**src/lpcm_map.vh**
```
// Constants of the linear PCM codec serial port.
// Assumes a 25 MHz system clock; master clocks and syncs arrive as sampled inputs.
`ifndef LPCM_MAP_VH
`define LPCM_MAP_VH
`define LPCM_WORD_BITS 16
`define LPCM_CNT_W 5
`define LPCM_CNT_LAST 5'h10
`define LPCM_SAMPLE_RST 16'h0000
`define LPCM_GAIN_0DB 2'h0
`define LPCM_GAIN_UP3 2'h1
`define LPCM_GAIN_DN3 2'h2
`define LPCM_GAIN_BYP 2'h3
`endif

```
**src/lpcm_edge.v**
```verilog
// Edge detector for a master clock sampled on clk_i; the frame sync is passed on as an active-high level.
// Assumes both inputs are already synchronous to clk_i.
`timescale 1ns/1ps
`default_nettype none
module lpcm_edge (
  input wire clk_i,
  input wire reset_n_i,
  input wire mclk_i,
  input wire sync_n_i,
  output wire mclk_fall_o,
  output wire mclk_rise_o,
  output wire sync_low_o
);
  reg mclk_r;
  always @(posedge clk_i) begin
    if (!reset_n_i) begin
      mclk_r <= 1'b0;
    end else begin
      mclk_r <= mclk_i;
    end
  end
  assign mclk_fall_o = mclk_r & ~mclk_i;
  assign mclk_rise_o = ~mclk_r & mclk_i;
  assign sync_low_o = ~sync_n_i;
endmodule // lpcm_edge
`default_nettype wire

```
**src/lpcm_port.v**
```verilog
// Serial port of a linear PCM codec: encoder shift-out, decoder shift-in.
// Assumes master clocks and syncs are slow enough to sample at 25 MHz.
`timescale 1ns/1ps
`default_nettype none
`include "lpcm_map.vh"
module lpcm_port (
  input wire clk_i,
  input wire reset_n_i,
  input wire tx_master_clk_i,
  input wire tx_frame_sync_n_i,
  output wire tx_serial_out_o,
  output wire tx_serial_oe_n_o,
  input wire rx_master_clk_i,
  input wire rx_frame_sync_n_i,
  input wire rx_serial_in_i,
  input wire tx_gain_select_i,
  input wire tx_filter_bypass_i,
  input wire tx_path_powerdown_i,
  input wire rx_gain_select_i,
  input wire rx_path_powerdown_i,
  input wire [15:0] tx_sample_i,
  output wire tx_sample_take_o,
  output wire [15:0] rx_sample_o,
  output wire rx_sample_valid_o,
  output wire [1:0] tx_gain_o,
  output wire [1:0] rx_gain_o,
  output wire tx_active_o,
  output wire rx_active_o
);
  // ==========================================================
  // Master clock edges
  // ==========================================================
  wire tx_fall;
  wire tx_rise;
  wire tx_sync_low;
  wire rx_fall;
  wire rx_sync_low;
  lpcm_edge u_tx_edge (
    .clk_i(clk_i),
    .reset_n_i(reset_n_i),
    .mclk_i(tx_master_clk_i),
    .sync_n_i(tx_frame_sync_n_i),
    .mclk_fall_o(tx_fall),
    .mclk_rise_o(tx_rise),
    .sync_low_o(tx_sync_low)
  );
  lpcm_edge u_rx_edge (
    .clk_i(clk_i),
    .reset_n_i(reset_n_i),
    .mclk_i(rx_master_clk_i),
    .sync_n_i(rx_frame_sync_n_i),
    .mclk_fall_o(rx_fall),
    .mclk_rise_o(),
    .sync_low_o(rx_sync_low)
  );

  // ==========================================================
  // Sync arming
  // ==========================================================
  // Armed when sync is seen high, so a long low pulse starts only one frame.
  reg tx_armed_r;
  reg rx_armed_r;
  wire tx_start = tx_armed_r & tx_sync_low & tx_fall & ~tx_path_powerdown_i;
  wire rx_start = rx_armed_r & rx_sync_low & rx_fall & ~rx_path_powerdown_i;
  always @(posedge clk_i) begin
    if (!reset_n_i) begin
      tx_armed_r <= 1'b0;
      rx_armed_r <= 1'b0;
    end else begin
      if (!tx_sync_low) begin
        tx_armed_r <= 1'b1;
      end else if (tx_fall) begin
        tx_armed_r <= 1'b0;
      end
      if (!rx_sync_low) begin
        rx_armed_r <= 1'b1;
      end else if (rx_fall) begin
        rx_armed_r <= 1'b0;
      end
    end
  end

  // ==========================================================
  // Encoder shift-out
  // ==========================================================
  // Bit counter step, shared by both shifters
  function [`LPCM_CNT_W-1:0] lpcm_cnt_inc;
    input [`LPCM_CNT_W-1:0] cnt;
    begin
      lpcm_cnt_inc = cnt + 5'h01;
    end
  endfunction

  localparam ST_IDLE = 1'b0;
  localparam ST_SHIFT = 1'b1;
  reg tx_state_r;
  reg [`LPCM_CNT_W-1:0] tx_cnt_r;
  reg [15:0] tx_shift_r;
  reg tx_bit_r;
  reg tx_drive_r;
  reg tx_take_r;
  always @(posedge clk_i) begin
    if (!reset_n_i) begin
      tx_state_r <= ST_IDLE;
      tx_cnt_r <= {`LPCM_CNT_W{1'b0}};
      tx_shift_r <= `LPCM_SAMPLE_RST;
      tx_bit_r <= 1'b0;
      tx_drive_r <= 1'b0;
      tx_take_r <= 1'b0;
    end else begin
      tx_take_r <= 1'b0;
      case (tx_state_r)
        ST_IDLE: begin
          tx_drive_r <= 1'b0;
          if (tx_start) begin
            // Fifteen-bit coder: LSB forced to zero
            tx_shift_r <= {1'b0, tx_sample_i[15:1]};
            tx_bit_r <= 1'b0;
            tx_drive_r <= 1'b1;
            tx_take_r <= 1'b1;
            tx_cnt_r <= 5'h01;
            tx_state_r <= ST_SHIFT;
          end
        end
        ST_SHIFT: begin
          if (tx_path_powerdown_i) begin
            tx_drive_r <= 1'b0;
            tx_state_r <= ST_IDLE;
          end else if (tx_rise) begin
            // Next bit launched on rising edge, far end samples on falling
            if (tx_cnt_r == `LPCM_CNT_LAST) begin
              tx_drive_r <= 1'b0;
              tx_state_r <= ST_IDLE;
            end else begin
              tx_bit_r <= tx_shift_r[0];
              tx_shift_r <= {1'b0, tx_shift_r[15:1]};
              tx_cnt_r <= lpcm_cnt_inc(tx_cnt_r);
            end
          end
        end
        default: begin
          tx_state_r <= ST_IDLE;
          tx_drive_r <= 1'b0;
        end
      endcase
    end
  end
  assign tx_serial_out_o = tx_bit_r & tx_drive_r;
  assign tx_serial_oe_n_o = ~tx_drive_r;
  assign tx_sample_take_o = tx_take_r;
  assign tx_active_o = tx_drive_r;

  // ==========================================================
  // Decoder shift-in
  // ==========================================================
  reg rx_state_r;
  reg [`LPCM_CNT_W-1:0] rx_cnt_r;
  reg [15:0] rx_shift_r;
  reg [15:0] rx_word_r;
  reg rx_valid_r;
  wire [15:0] rx_shift_nxt = {rx_serial_in_i, rx_shift_r[15:1]};
  always @(posedge clk_i) begin
    if (!reset_n_i) begin
      rx_state_r <= ST_IDLE;
      rx_cnt_r <= {`LPCM_CNT_W{1'b0}};
      rx_shift_r <= `LPCM_SAMPLE_RST;
      rx_word_r <= `LPCM_SAMPLE_RST;
      rx_valid_r <= 1'b0;
    end else begin
      rx_valid_r <= 1'b0;
      case (rx_state_r)
        ST_IDLE: begin
          if (rx_start) begin
            // First bit is valid at the reference edge
            rx_shift_r <= rx_shift_nxt;
            rx_cnt_r <= 5'h01;
            rx_state_r <= ST_SHIFT;
          end
        end
        ST_SHIFT: begin
          if (rx_path_powerdown_i) begin
            rx_state_r <= ST_IDLE;
          end else if (rx_fall) begin
            rx_shift_r <= rx_shift_nxt;
            if (rx_cnt_r == `LPCM_CNT_LAST - 5'h01) begin
              // Full 16 bits kept; converter side uses upper fifteen
              rx_word_r <= rx_shift_nxt;
              rx_valid_r <= 1'b1;
              rx_state_r <= ST_IDLE;
            end else begin
              rx_cnt_r <= lpcm_cnt_inc(rx_cnt_r);
            end
          end
        end
        default: begin
          rx_state_r <= ST_IDLE;
        end
      endcase
    end
  end
  assign rx_sample_o = rx_word_r;
  assign rx_sample_valid_o = rx_valid_r;
  assign rx_active_o = rx_state_r;

  // ==========================================================
  // Gain settings
  // ==========================================================
  assign tx_gain_o = tx_filter_bypass_i ? `LPCM_GAIN_BYP :
    (tx_gain_select_i ? `LPCM_GAIN_DN3 : `LPCM_GAIN_0DB);
  assign rx_gain_o = rx_gain_select_i ? `LPCM_GAIN_UP3 : `LPCM_GAIN_0DB;
endmodule // lpcm_port
`default_nettype wire

```
**config.mk**
```make
export PLATFORM = sky130hd
export DESIGN_NAME = lpcm_port
export DESIGN_NICKNAME = d
export VERILOG_FILES = /design/src/lpcm_edge.v /design/src/lpcm_port.v
export VERILOG_INCLUDE_DIRS = /design/src
export SDC_FILE = /design/constraint.sdc
export NUM_CORES = 1
export LEC_CHECK = 0
export BUFFER_PORTS_ARGS = -buffer_cell sky130_fd_sc_hd__buf_2
export CAP_MARGIN = 20
export CORE_MARGIN = 5
export CORE_UTILIZATION = 35
export DETAILED_ROUTE_END_ITERATION = 8
export PLACE_DENSITY = 0.5
export SLEW_MARGIN = 20
export SYNTH_ARGS = -nofsm -noshare
export SYNTH_HDL_FRONTEND = slang
export SYNTH_SLANG_ARGS = --single-unit
```
**constraint.sdc**
```tcl
create_clock -name clk_i -period 2.8 [get_ports clk_i]
set_clock_uncertainty 0.1 [all_clocks]
set_input_delay 0.42 -clock clk_i [delete_from_list [all_inputs] [get_ports clk_i]]
set_output_delay 0.42 -clock clk_i [all_outputs]
set_load 0.05 [all_outputs]
```
==> results.yml <==
detailed_routing:
  avgViaCountPerCell: 4.74
  drc: 0
  firstDrtPassIters: 4
  drt-total-wl_mm: 5.68
  routed-via-count: 2147
  ant_nets: 0
  routedWlPerCell_um: 12.5
  drtIter0Drc: 53
setup_path:
  end_kind: "flop"
  critical_path_required_ps: 2930
  cp-endpoint: "rx_sample_o[14]"
  crit_arrival_ps: 2110
  worst-r2r-setup-slack_ps: 810
  critical_path.max_stage_delay_ps: 480
  crit_family: "simple AND/OR/NAND/NOR gates"
  reg2reg_from: "rx_cnt_r[0]"
  crit_path_start: "rx_cnt_r[0]"
  crit_slowest_cell: "nand3_1"
  reg2reg_depth: 6
  cp-start-kind: "flop"
  cp_num_buf_inv: 0
  crit_top_cell: "ha_1"
  path_max_fanout: 16
  cp.depth: 6
  r2r-end: "rx_sample_o[14]"
  path_class: "reg2reg"
  path_cells: "ha_1 -> and3_1 -> ha_1 -> nand3_1 -> nand2_1 -> a21boi_0"
synthesis:
  yosysUniqueCellTypes: 41
  mappedNetlistArea_mm2: 0.00293
  muxShareOfSynthArea: 0.102
  synth-adder-area-share: 0.0213
  synth_fp_nets: 335
  synth_top_family_by_area: "simple AND/OR/NAND/NOR gates"
  ys_ff_latch: 66
  synth_edf_count: 0
  synth-xor-area-share: 0
  synthSimpleGateAreaFrac: 0.208
  synth_compound_area_frac: 0.162
  netlist_instances: 302
  async_flop_share: 0
  syn_avg_cell_area_um2: 9.70
  yosysSeqAreaShare: 0.451
  ys.flop_type: "dfxtp_1"
  synth_warnings: 0
place:
  dpl.hpwl_mm: 3.79
  place_area_mm2: 0.00321
  gp_congestion: 0.694
  port_buffers: 49
  post-place-ws_ps: 782
clock_tree:
  clk_pin_slew_ps: 80
  post_cts_buffers: 0
  cts_buffers: 9
  cts_tree: "done"
  cts_resized: 0
  ctsHoldBuffers: 0
  clock-root-buffer: "clkbuf_8"
  worstSkewPairLatency_ps: 340
  cts_buffer_depth: 2
  cts_sinks: 66
  h-tree-depth: 3
outcome:
  status: "completed"
finish:
  area_growth_pct: 17.3
  num-nets-final: 376
  final_area_mm2: 0.00344
  fill_cells: 832
  antenna_cells: 0
  drive_gt1_frac: 0.221
  post-route-util: 0.420
sta:
  setup_viol: 0
  fmax_ghz: 0.503
  tightest_slew_ps: 985
  hold-worst-slack_ps: 183
  relSlewSlack: 0.343
  fin_crit_sh: 0.709
  setup_tns_ps: 0
  final_max_slew_viol_count: 0
  rsz0062_at_grt: "no"
  period_needed_ps: 1990
  setup_ws_ps: 814
  finalHoldViolations: 0
global_route:
  antenna_found_initial: 0
  overflow: 0
  grt_pass1_wl_mm: 9.66
  grt_pass1_vias: 2101
  grt_usage: 0.118
  grt_start_max_net_pins: 55
floorplan:
  core.rowCount: 33
  fp.dieH_um: 102
  pin_count: 54
  start_util: 0.358
  chipWidth_um: 102
  coreArea_mm2: 0.00818
  dieArea_mm2: 0.0103
job:
  max_cap_violations: 0
power:
  leakagePower_nw: 1.56
  powerDensity_mw_per_mm2: 563
  peakVddDrop_mv: 0.350
min_path:
  hold_class: "in2reg"
## synth_stat cells, types with 2 or more instances
library cell	number	area [um^2]
buf_6	4	45.0
buf_4	5	37.5
nor2_1	2	7.51
and2_1	6	37.5
nand2b_1	4	25.0
and3_1	3	18.8
a21boi_0	11	82.6
a21oi_1	3	15.0
nand2_1	41	154
nor3b_1	5	37.5
clkbuf_1	10	37.5
nor2b_1	24	150
nand3_1	10	50.1
a21boi_1	5	37.5
mux2i_1	30	300
o21ai_1	7	35.0
o21ai_0	17	85.1
o211a_1	15	150
buf_2	4	20.0
dfxtp_1	66	1320
nand4b_1	2	17.5
ha_1	5	62.6
inv_1	5	18.8
## kinds of logic after synthesis
logic type | count (synthesis)
buf+inv | 28
simple gates | 107
fa+ha+maj | 5
other cells | 1
mux | 30
flops | 66
compound gates | 65
## final cells by class
class | instances | area (um^2) | share of cell area
inverters | 5 | 18.8 | 0.00546
clock inverters | 6 | 88.8 | 0.0259
multi-input cells | 208 | 1450 | 0.422
well taps | 105 | 131 | 0.0382
clock buffers | 10 | 138 | 0.0401
repair buffers | 53 | 288 | 0.0838
flip-flops and latches | 66 | 1320 | 0.385
## power by group
part	switching [mW]	internal, mW	total, mW	leakage (nW)
combinational	0.0437	0.0380	0.0817	0.915
clock	0.378	0.527	0.905	0.109
sequential	0.00334	0.944	0.948	0.533
## worst min path at each step
stage	start	slack (ps)	cells past startpoint	endpoint
detailed placement	rx_sample_o[6]	340	2	rx_sample_o[6]
floorplan	tx_bit_r	330	2	tx_bit_r
finish	rx_path_powerdown_i	180	2	rx_active_o
CTS	rx_path_powerdown_i	160	2	rx_active_o
global placement	rx_sample_o[6]	340	2	rx_sample_o[6]
global route	rx_path_powerdown_i	160	2	rx_active_o
## cell usage in the layout, fill, tap and decap left out, drive strengths merged, types with 2 or more instances in the layout
master and count:
a21oi 3, nand3 10, o21ai 25, nand4b 2, nand2 41, a21boi 16
clkbuf 10, nor3b 6, ha 5, nand2b 4, buf 53, o31ai 2
or2 2, and2 6, inv 6, mux2i 30, o211a 15, clkinvlp 2
and3 3, dfxtp 66, nor2 2, bufinv 2, nor2b 25
## metrics by stage
| step | instances | power [mW] |
|---|---|---|
| 3_3_place_gp | 437 | 1.05 |
| 5_1_grt | 453 | 2.02 |
| 2_1_floorplan | 302 | 1.03 |
| 3_5_place_dp | 437 | 1.05 |
| 6_report | 453 | 1.93 |
| 4_1_cts | 453 | 1.97 |
## registers in the layout (all words and copies together), names as in the netlist, 5 cells and up
| register | count |
|---|---|
| tx_shift_r | 15 |
| tx_cnt_r | 5 |
| rx_sample_o | 16 |
| rx_cnt_r | 5 |
| rx_shift_r | 15 |
## layer usage
layer	up-vias	share of wire	wire (um)	GRT usage
met4	0	0.0084	48	0.0337
met1	974	0.47	2690	0.142
met5	-	0	0	0
met3	4	0.063	359	0.0579
li1	1125	-	-	-
met2	44	0.45	2580	0.187
## worst register-to-register path: cells and delay by family (launching register included)
kind	cells	cell delay, ps
simple gates	3	890
fa+ha+maj	2	420
flops	1	370
compound gates	1	110
Note: power is estimated with default switching activity, not from simulation.
